--- src/rtl/itg_pkg.sv ---
package itg_pkg;

    // register bus
    localparam int          ADDR_W         = 2;
    localparam int          DATA_W         = 8;
    localparam logic [1:0]  OFS_CONTROL    = 2'h0;
    localparam logic [1:0]  OFS_INT_STATUS = 2'h1;
    localparam logic [1:0]  OFS_INT_CLEAR  = 2'h2;
    localparam logic [1:0]  OFS_INT_ENABLE = 2'h3;

    // control register layout
    localparam int          CTRL_EN_BIT    = 7;
    localparam int          CTRL_FLAG_BIT  = 6;
    localparam int          SEL_W          = 6;
    localparam logic [7:0]  CTRL_RESET     = 8'h00;

    // interrupt register layout
    localparam int          INT_TIMEOUT    = 0;
    localparam int          INT_SUPV_START = 1;
    localparam int          INT_W          = 2;
    localparam logic [1:0]  INT_RESET      = 2'h0;

    // timing: the count clock is the sub-oscillator divided by 32
    localparam int          SUB_DIV        = 32;
    localparam int          DIV_W          = 5;
    localparam logic [4:0]  DIV_LAST       = 5'(SUB_DIV - 1);
    localparam int          CNT_W          = 7;
    localparam int          SUB_FREQ_HZ    = 32768;
    localparam int          PERIOD_MIN_US  = (1 * SUB_DIV * 1000000)
                                             / SUB_FREQ_HZ;
    localparam int          PERIOD_MAX_US  = (64 * SUB_DIV * 1000000)
                                             / SUB_FREQ_HZ;

endpackage : itg_pkg

--- src/rtl/itg_to_if.sv ---
`timescale 1ns/1ns
// link between control, divider and time-out counter
interface itg_to_if;
    import itg_pkg::*;

    logic                 tick;
    logic                 restart;
    logic                 run;
    logic [SEL_W-1:0]     sel;
    logic                 overflow;

    modport ctl (output restart, output run, output sel, input overflow);
    modport div (input restart, output tick);
    modport cnt (input tick, input restart, input run, input sel,
                 output overflow);

endinterface : itg_to_if

--- src/rtl/itg_subdiv.sv ---
`timescale 1ns/1ns
module itg_subdiv
    import itg_pkg::*;
(
    // clock and reset
    input  wire logic ref_clk,
    input  wire logic nrst,
    // sub-oscillator clock, foreign domain
    input  wire logic sub_clk,
    // link to the counter
    itg_to_if.div     lnk
);
    import itg_pkg::*;

    logic             sub_meta;
    logic             sub_sync;
    logic             sub_prev;
    logic [DIV_W-1:0] div_cnt;
    logic             tick;
    logic             next_sub_meta;
    logic             next_sub_sync;
    logic             next_sub_prev;
    logic [DIV_W-1:0] next_div_cnt;
    logic             next_tick;
    logic             sub_rise;

    // the divider restarts with the count so a period starts on a
    // whole boundary; costs nothing and keeps the period exact to
    // one sub-oscillator cycle
    always_comb begin
        next_sub_meta = sub_clk;
        next_sub_sync = sub_meta;
        next_sub_prev = sub_sync;
        sub_rise      = sub_sync & ~sub_prev;
        next_tick     = 1'b0;
        next_div_cnt  = div_cnt;
        if (lnk.restart) begin
            next_div_cnt = '0;
        end else if (sub_rise) begin
            next_div_cnt = DIV_W'(div_cnt + 1'b1);
            next_tick    = (div_cnt == DIV_LAST);
        end
    end

    // registers only
    always_ff @(posedge ref_clk or negedge nrst) begin
        if (!nrst) begin
            sub_meta <= 1'b0;
            sub_sync <= 1'b0;
            sub_prev <= 1'b0;
            div_cnt  <= '0;
            tick     <= 1'b0;
        end else begin
            sub_meta <= next_sub_meta;
            sub_sync <= next_sub_sync;
            sub_prev <= next_sub_prev;
            div_cnt  <= next_div_cnt;
            tick     <= next_tick;
        end
    end

    assign lnk.tick = tick;

endmodule : itg_subdiv

--- src/rtl/itg_tocount.sv ---
`timescale 1ns/1ns
module itg_tocount
    import itg_pkg::*;
(
    // clock and reset
    input  wire logic ref_clk,
    input  wire logic nrst,
    // link from control and divider
    itg_to_if.cnt     lnk
);
    import itg_pkg::*;

    logic [CNT_W-1:0] cnt;
    logic             ovf;
    logic [CNT_W-1:0] next_cnt;
    logic             next_ovf;
    logic [CNT_W-1:0] limit;

    // overflow after sel+1 ticks with no SCL falling edge
    always_comb begin
        limit    = {1'b0, lnk.sel};
        next_cnt = cnt;
        next_ovf = 1'b0;
        if (lnk.restart) begin
            next_cnt = '0;
        end else if (lnk.run && lnk.tick) begin
            if (cnt == limit) begin
                next_ovf = 1'b1;
            end else begin
                next_cnt = CNT_W'(cnt + 1'b1);
            end
        end
    end

    // registers only; the count holds once it overflowed until restart
    always_ff @(posedge ref_clk or negedge nrst) begin
        if (!nrst) begin
            cnt <= '0;
            ovf <= 1'b0;
        end else begin
            cnt <= next_cnt;
            ovf <= next_ovf;
        end
    end

    assign lnk.overflow = ovf;

endmodule : itg_tocount

--- src/rtl/itg_top.sv ---
`timescale 1ns/1ns
module itg_top (
    // clock and reset
    input  wire logic                       ref_clk,
    input  wire logic                       nrst,
    // register port
    input  wire logic [itg_pkg::ADDR_W-1:0] reg_addr,
    input  wire logic [itg_pkg::DATA_W-1:0] reg_wdata,
    input  wire logic                       reg_wr,
    input  wire logic                       reg_rd,
    output logic      [itg_pkg::DATA_W-1:0] reg_rdata,
    // events from the I2C slave logic, same clock
    input  wire logic                       start_match,
    input  wire logic                       scl_fall,
    input  wire logic                       stop_det,
    // sub-oscillator clock pin
    input  wire logic                       sub_clk,
    // effects on the I2C slave logic
    output logic                            i2c_sm_reset,
    output logic                            ctrl_second_reset,
    output logic                            supervising,
    // interrupt
    output logic                            irq
);
    import itg_pkg::*;

    itg_to_if lnk ();

    // control register fields
    logic                   t_enable;
    logic                   t_flag;
    logic [SEL_W-1:0]       t_sel;
    logic                   next_t_enable;
    logic                   next_t_flag;
    logic [SEL_W-1:0]       next_t_sel;

    // supervision state
    logic                   active;
    logic                   next_active;

    // interrupt registers
    logic [INT_W-1:0]       int_status;
    logic [INT_W-1:0]       int_en;
    logic [INT_W-1:0]       next_int_status;
    logic [INT_W-1:0]       next_int_en;
    logic                   next_irq;

    // outputs
    logic [DATA_W-1:0]      next_rdata;
    logic                   next_sm_reset;
    logic                   next_ctrl2_reset;

    // decoded accesses
    logic                   wr_ctrl;
    logic                   wr_clear;
    logic                   wr_en;
    logic                   timeout;
    logic                   supv_start;
    logic [INT_W-1:0]       events;
    logic [DATA_W-1:0]      ctrl_word;

    // one-cycle pulse from the counter
    assign timeout    = lnk.overflow;
    assign wr_ctrl    = reg_wr && (reg_addr == OFS_CONTROL);
    assign wr_clear   = reg_wr && (reg_addr == OFS_INT_CLEAR);
    assign wr_en      = reg_wr && (reg_addr == OFS_INT_ENABLE);
    assign ctrl_word  = {t_enable, t_flag, t_sel};
    // a match only counts while the guard is enabled
    assign supv_start = start_match && t_enable && !active;

    // counter restarts on every SCL fall and whenever idle
    assign lnk.restart = scl_fall || !active;
    assign lnk.run     = active;
    assign lnk.sel     = t_sel;

    // control register: hardware clears enable and sets the flag on
    // time-out; the hardware event wins over a write in the same cycle
    always_comb begin
        next_t_enable = t_enable;
        next_t_flag   = t_flag;
        next_t_sel    = t_sel;
        if (wr_ctrl) begin
            next_t_enable = reg_wdata[CTRL_EN_BIT];
            next_t_sel    = reg_wdata[SEL_W-1:0];
            if (!reg_wdata[CTRL_FLAG_BIT]) begin
                next_t_flag = 1'b0;
            end
        end
        if (timeout) begin
            next_t_enable = 1'b0;
            next_t_flag   = 1'b1;
        end
    end

    always_ff @(posedge ref_clk or negedge nrst) begin
        if (!nrst) begin
            t_enable <= CTRL_RESET[CTRL_EN_BIT];
            t_flag   <= CTRL_RESET[CTRL_FLAG_BIT];
            t_sel    <= CTRL_RESET[SEL_W-1:0];
        end else begin
            t_enable <= next_t_enable;
            t_flag   <= next_t_flag;
            t_sel    <= next_t_sel;
        end
    end

    // supervision runs from a match until STOP, time-out or disable
    always_comb begin
        next_active = active;
        if (supv_start) begin
            next_active = 1'b1;
        end
        if (stop_det) begin
            next_active = 1'b0;
        end
        if (timeout || !t_enable) begin
            next_active = 1'b0;
        end
    end

    always_ff @(posedge ref_clk or negedge nrst) begin
        if (!nrst) begin
            active <= 1'b0;
        end else begin
            active <= next_active;
        end
    end

    // sticky status; a new event beats a clear in the same cycle
    always_comb begin
        events                 = '0;
        events[INT_TIMEOUT]    = timeout;
        events[INT_SUPV_START] = supv_start;
        next_int_en            = int_en;
        next_int_status        = int_status;
        if (wr_en) begin
            next_int_en = reg_wdata[INT_W-1:0];
        end
        if (wr_clear) begin
            next_int_status = int_status & ~reg_wdata[INT_W-1:0];
        end
        next_int_status = next_int_status | events;
        next_irq        = |(next_int_status & next_int_en);
    end

    always_ff @(posedge ref_clk or negedge nrst) begin
        if (!nrst) begin
            int_status <= INT_RESET;
            int_en     <= INT_RESET;
            irq        <= 1'b0;
        end else begin
            int_status <= next_int_status;
            int_en     <= next_int_en;
            irq        <= next_irq;
        end
    end

    // read data valid only in the cycle after the strobe; clear
    // register is write-only and reads as zero
    always_comb begin
        next_rdata = '0;
        if (reg_rd) begin
            unique case (reg_addr)
                OFS_CONTROL:    next_rdata = ctrl_word;
                OFS_INT_STATUS: next_rdata = DATA_W'(int_status);
                OFS_INT_CLEAR:  next_rdata = '0;
                OFS_INT_ENABLE: next_rdata = DATA_W'(int_en);
            endcase
        end
    end

    // reset pulses to the slave logic; only the state machine and the
    // second control register are hit, data and address stay intact
    always_comb begin
        next_sm_reset    = timeout;
        next_ctrl2_reset = timeout;
    end

    always_ff @(posedge ref_clk or negedge nrst) begin
        if (!nrst) begin
            reg_rdata         <= '0;
            i2c_sm_reset      <= 1'b0;
            ctrl_second_reset <= 1'b0;
            supervising       <= 1'b0;
        end else begin
            reg_rdata         <= next_rdata;
            i2c_sm_reset      <= next_sm_reset;
            ctrl_second_reset <= next_ctrl2_reset;
            supervising       <= next_active;
        end
    end

    // divide the sub-oscillator by 32; range about 0.98..62.5 ms at 32768 Hz
    itg_subdiv u_div (
        .ref_clk (ref_clk),
        .nrst    (nrst),
        .sub_clk (sub_clk),
        .lnk     (lnk.div)
    );

    // time-out counter
    itg_tocount u_cnt (
        .ref_clk (ref_clk),
        .nrst    (nrst),
        .lnk     (lnk.cnt)
    );

endmodule : itg_top
--- config.mk ---
export PLATFORM = sky130hd
export DESIGN_NAME = itg_top
export DESIGN_NICKNAME = d
export VERILOG_FILES = /design/src/rtl/itg_pkg.sv /design/src/rtl/itg_to_if.sv /design/src/rtl/itg_subdiv.sv /design/src/rtl/itg_tocount.sv /design/src/rtl/itg_top.sv
export SDC_FILE = /design/constraint.sdc
export NUM_CORES = 1
export LEC_CHECK = 0
export ABC_AREA = 1
export BUFFER_PORTS_ARGS = -buffer_cell sky130_fd_sc_hd__buf_4
export CORE_ASPECT_RATIO = 0.8
export CORE_MARGIN = 5
export CORE_UTILIZATION = 55
export CTS_CLUSTER_SIZE = 14
export DETAILED_ROUTE_END_ITERATION = 16
export PLACE_DENSITY = 0.88
export SKIP_CTS_REPAIR_TIMING = 1
export SKIP_LAST_GASP = 1
export SLEW_MARGIN = 20
export SYNTH_ARGS = -nofsm -noshare
export SYNTH_HDL_FRONTEND = slang
export SYNTH_SLANG_ARGS = --single-unit
export TNS_END_PERCENT = 5
--- constraint.sdc ---
create_clock -name ref_clk -period 1.35 [get_ports ref_clk]
set_input_delay 0.0675 -clock ref_clk [delete_from_list [all_inputs] [get_ports ref_clk]]
set_output_delay 0.0675 -clock ref_clk [all_outputs]
set_load 0.005 [all_outputs]
* Word-level counts from Yosys, hierarchy flattened
Cells that the tools add are included.
** Operators by class
- Reductions and logical operators :: 18
- Bitwise logic cells :: 6
- Mux-type cells :: 22
- Equality and inequality tests :: 7
- $add $sub $neg :: 2
** Operator list (number)
- case mux 8 bit (4 select lines) :: 1
- two-way mux 7 bit :: 3
- two-way mux 1 bit :: 13
- two-way mux 5 bit :: 2
- two-way mux 8 bit :: 1
- adder 7 x 1 -> 7 bit, second input constant :: 1
- equality test 7 x 6 -> 1 bit :: 1
- logical AND 1 bit :: 6
- nonzero test 2 bit :: 3
- adder 5 x 1 -> 5 bit, second input constant :: 1
- equality test 5 bit, second input constant :: 1
- AND 2 bit :: 2
- equality test 2 bit, second input constant :: 2
- two-way mux 2 bit :: 2
- AND reduction 2 bit :: 2
- nonzero test 3 bit :: 1
- equality test 2 x 1 -> 1 bit, second input constant :: 1
- zero test 1 bit :: 2
- zero test 2 bit :: 1
- logical OR 1 bit :: 2
- != test 2 x 1 -> 1 bit, second input constant :: 1
- != test 2 bit, second input constant :: 1
- inverter 2 bit :: 1
- bitwise OR 2 bit :: 1
- 3 further kinds :: 3
** Storage, ports and cells
- Bits in registers :: 40
- Output and inout port bits :: 12
- Input bits :: 18
- Word-level logic and storage cells :: 71

* Longest topological paths before layout
- Word-level depth :: 6
- Gate-level depth with buffers :: 9
- Depth with buffers taken out :: 9

* Cells and area by module
From an unflattened synthesis, not the netlist that was laid out.
** Second synthesis, totals
- Cell total of the unflattened synthesis :: 232
- Area total of the unflattened synthesis :: 1965.6 µm²
** By module, submodules not included
- itg_top :: cells each 93, times used 1, area each 930.9 µm², sequential area each 575.6 µm²
- itg_tocount :: cells each 98, times used 1, area each 663.1 µm², sequential area each 200.2 µm²
- itg_subdiv :: cells each 41, times used 1, area each 371.6 µm², sequential area each 225.2 µm²

* Worst setup path after synthesis
No wires, ideal clock.
- Path type :: register -> register
- From :: register u_cnt.cnt[0]
- To :: register u_cnt.cnt[4]
- Library setup time :: 0.065 ns
- Cell stages (with the launch flop) :: 7
- Path buffers :: 0
- Data required time :: 1.285 ns
- Data arrival time :: 1.124 ns
- Path slack :: 0.161 ns
- Clock period less this slack :: 1.189 ns
- Cells stage by stage :: dfrtp_1 ha_1 nand3_1 nor2_1 nor3b_1 nand3_1 nand2_1
** On the way
- Word-level cells in the longest chain between the ends :: 4
- Elaborated cells between the ends (all ways) :: 7
- Those cells by class :: add/sub (1); eq/ne (2); mux (3); reduce/logical (1)
** Ends and longest elaborated chain
- from (decl) :: RTL line itg_tocount.sv:13 : logic [CNT_W-1:0] cnt;
- from (signal assigned) :: RTL line itg_tocount.sv:41 : cnt <= next_cnt;
- adder 7 x 1 -> 7 bit :: RTL line itg_tocount.sv:30 : next_cnt = CNT_W'(cnt + 1'b1);
- two-way mux 7 bit :: RTL line itg_tocount.sv:27 : if (cnt == limit) begin
- two-way mux 7 bit :: RTL line itg_tocount.sv:26 : end else if (lnk.run && lnk.tick) begin
- two-way mux 7 bit :: RTL line itg_tocount.sv:24 : if (lnk.restart) begin
Several ways; a longest one is shown, not always the timed one. The select of a mux whose other input is x is not followed.
A chain may end at the register's enable or synchronous reset.

* Worst setup path after layout
- From :: register u_cnt.cnt[1]
- To :: register u_cnt.cnt[1]
Same word-level chain as after synthesis.

==> flow_summary.toml <==
[finish]
fin_nets = 296
diodes = 0
fin_util = 0.712
areaGrowthSynthToFinish_pct = 26.1
final_common_cell = "nand2_1"
final_layout_size_suffix_gt1_frac = 0.250
fin_cells = 318
nFillCells = 252
layout_common_cells = "nand2_1, buf_4, dfrtp_1"
stdcell_area_um2 = 2400

[sta]
post-route-min-period_ps = 1290
whs_ps = -20.3
setup_viol = 0
fin_ws_ps = 62.6
slew_headroom = 0.670
finClkSkew_ps = 7.37
fmax_ghz = 0.777
worst_pin_slew_ps = 495
drv_slew = 0
finalHoldViolations = 2
fin_crit_sh = 0.954

[place]
io_buffer_count = 29
place_ws_ps = 15.7
place_congestion = 0.871
dp_hpwl_mm = 3.02
placed_area_um2 = 2170
dp.cells = 298

[pwr]
p_per_area_nw_per_um2 = 1090
power_leakage_nw = 1.24
peakVddDrop_mv = 1.07

[cts]
cts_root_buf = "clkbuf_8"
numCtsBuffers = 5
tritoncts = "done"
clk_latency_ps = 300
htreeDepth = 2
clock-sinks = 40
clkSlewWorstSetupHoldPaths_ps = 80
clock_path_buffers = 2

[setup_path]
r2r_end = "u_cnt.cnt[1]"
cp-end-kind = "flip-flop"
reg2reg_slack_ps = 60
start_kind = "flip-flop"
r2r-start = "u_cnt.cnt[1]"
cp.arrival_ps = 1520
cp_max_fo = 8
rr_worst_depth = 9
crit_required_ps = 1580
worst-setup-path-type = "flip-flop to flip-flop"

[global_route]
grt_util_all_layers = 0.196
grt_pass1_wl_mm = 7.15
grt_max_degree = 41
grt_pass1_vias = 1587
antenna_found_initial = 0
gr-total-overflow = 0

[synth]
ys_ff_latch = 40
synth.top_cell.area_share = 0.525
synth.cell_area_um2 = 1910
yosys_warnings = 0
syn_inst = 227
synth_top_cell_by_area = "dfrtp_1"
syn_nets = 248
synth_cell_type_count = 27
synthTopCellsByArea = "dfrtp_1, nand2_1, nand3_1"
ys_seq_area_frac = 0.525
syn_avg_cell_area_um2 = 8.40

[job]
cap_violations = 0

[detailed_routing]
drc = 0
drt-initial-drc-count = 166
via_per_inst = 5.07
wl_per_cell_um = 13.7
drt_wl_total_mm = 4.35
first_pass_iters = 4
vias = 1612
ant_nets = 0

[floorplanning]
dieArea_um2 = 4750
die_h_um = 62.7
io-pin-count = 30
core_um2 = 3380
start_util = 0.565
die_w_um = 75.8
rows = 19

[status]
status = "complete, but fails checks"
violations = "hold timing"

[min_path]
hold_path_end = "lnk.sel[5]"
hold_depth = 3
worstHoldStart = "reg_wdata[5]"
min_path_type = "input port to flip-flop"
-- flip-flops by register name (all words and copies together) (netlist names) --
| signal | count |
|---|---|
| lnk.sel | 6 |
| irq | 1 |
| u_div.sub_prev | 1 |
| int_status | 2 |
| u_div.div_cnt | 5 |
| reg_rdata | 8 |
| int_en | 2 |
| t_flag | 1 |
| u_cnt.cnt | 7 |
| u_div.next_sub_sync | 1 |
| supervising | 1 |
| u_cnt.lnk.overflow | 1 |
| t_enable | 1 |
| ctrl_second_reset | 1 |
| u_div.lnk.tick | 1 |
| u_div.next_sub_prev | 1 |
-- report_power, final --
group / internal [mW] / total (mW) / leakage, nW / switching, mW
sequential: 1.29 / 1.37 / 0.519 / 0.0778
clock: 0.414 / 0.842 / 0.0434 / 0.429
combinational: 0.183 / 0.408 / 0.680 / 0.225
total: 1.89 / 2.62 / 1.24 / 0.731
-- cell usage after synthesis, drive strengths merged --
library cell / count
a21oi: 3
dfrtp: 40
ha: 3
o21ai: 14
nor3b: 1
nor2: 28
nand4: 2
nor2b: 1
buf: 4
inv: 28
xor2: 2
a211oi: 1
nor3: 1
o22ai: 2
clkinv: 1
nor4: 1
nand3: 22
xnor2: 4
nand2: 69
-- how the worst max path moves through the flow --
stage,to,slack [ps],start
floorplan,u_cnt.cnt[4],160,u_cnt.cnt[0]
global placement,u_cnt.cnt[4],90,u_cnt.cnt[1]
detailed placement,u_cnt.cnt[4],20,u_cnt.cnt[1]
CTS,u_cnt.cnt[4],-20,u_cnt.cnt[1]
global route,u_cnt.cnt[5],-30,u_cnt.cnt[1]
finish,u_cnt.cnt[1],60,u_cnt.cnt[1]
-- final cells by class --
type | instances | area [µm²] | share of cell area
timing repair buffer | 45 | 350 | 0.146
inverter | 29 | 110 | 0.0458
clock buffer | 6 | 82.6 | 0.0343
tap | 42 | 52.6 | 0.0219
multi-input combinational | 154 | 788 | 0.328
clock inverter | 2 | 15.0 | 0.00624
sequential | 40 | 1010 | 0.418
-- layer usage --
metal | global-route usage | vias to the layer above | routed length [µm]
li1 | - | 809 | -
met1 | 0.276 | 729 | 1920
met2 | 0.287 | 61 | 2020
met3 | 0.0482 | 13 | 289
met4 | 0.0764 | 0 | 111
met5 | 0 | - | 0
-- kinds of logic after synthesis --
| group | synth area share |
|---|---|
| and+or+nand+nor | 0.291 |
| DFF | 0.525 |
| buffers and inverters | 0.0774 |
| AOI/OAI and AO/OA | 0.0551 |
| xor gates and xnor gates | 0.0315 |
| adders and majority gates | 0.0197 |
-- metrics by stage --
stage | hold WS, ps | total power, mW | setup TNS, ps
final | -20.3 | 2.62 | 0
after global routing | 10.4 | 2.75 | -57.4
after CTS | -255 | 2.59 | -26.5
after detailed placement | 66.9 | 1.75 | 0
after global placement | 60.8 | 1.74 | 0
after floorplan | -228 | 1.59 | 0
-- critical path, stage by stage (launching register included) --
cell and delay (ps):
dfrtp_2 460, inv_1 70, nand2_1 80, nand2_1 80, nand2_1 90, nor2_4 120, nand2_4 100, nand2_4 100
nand2_1 50, nand2_1 60
No activity file was read; power rests on OpenSTA's default activity.
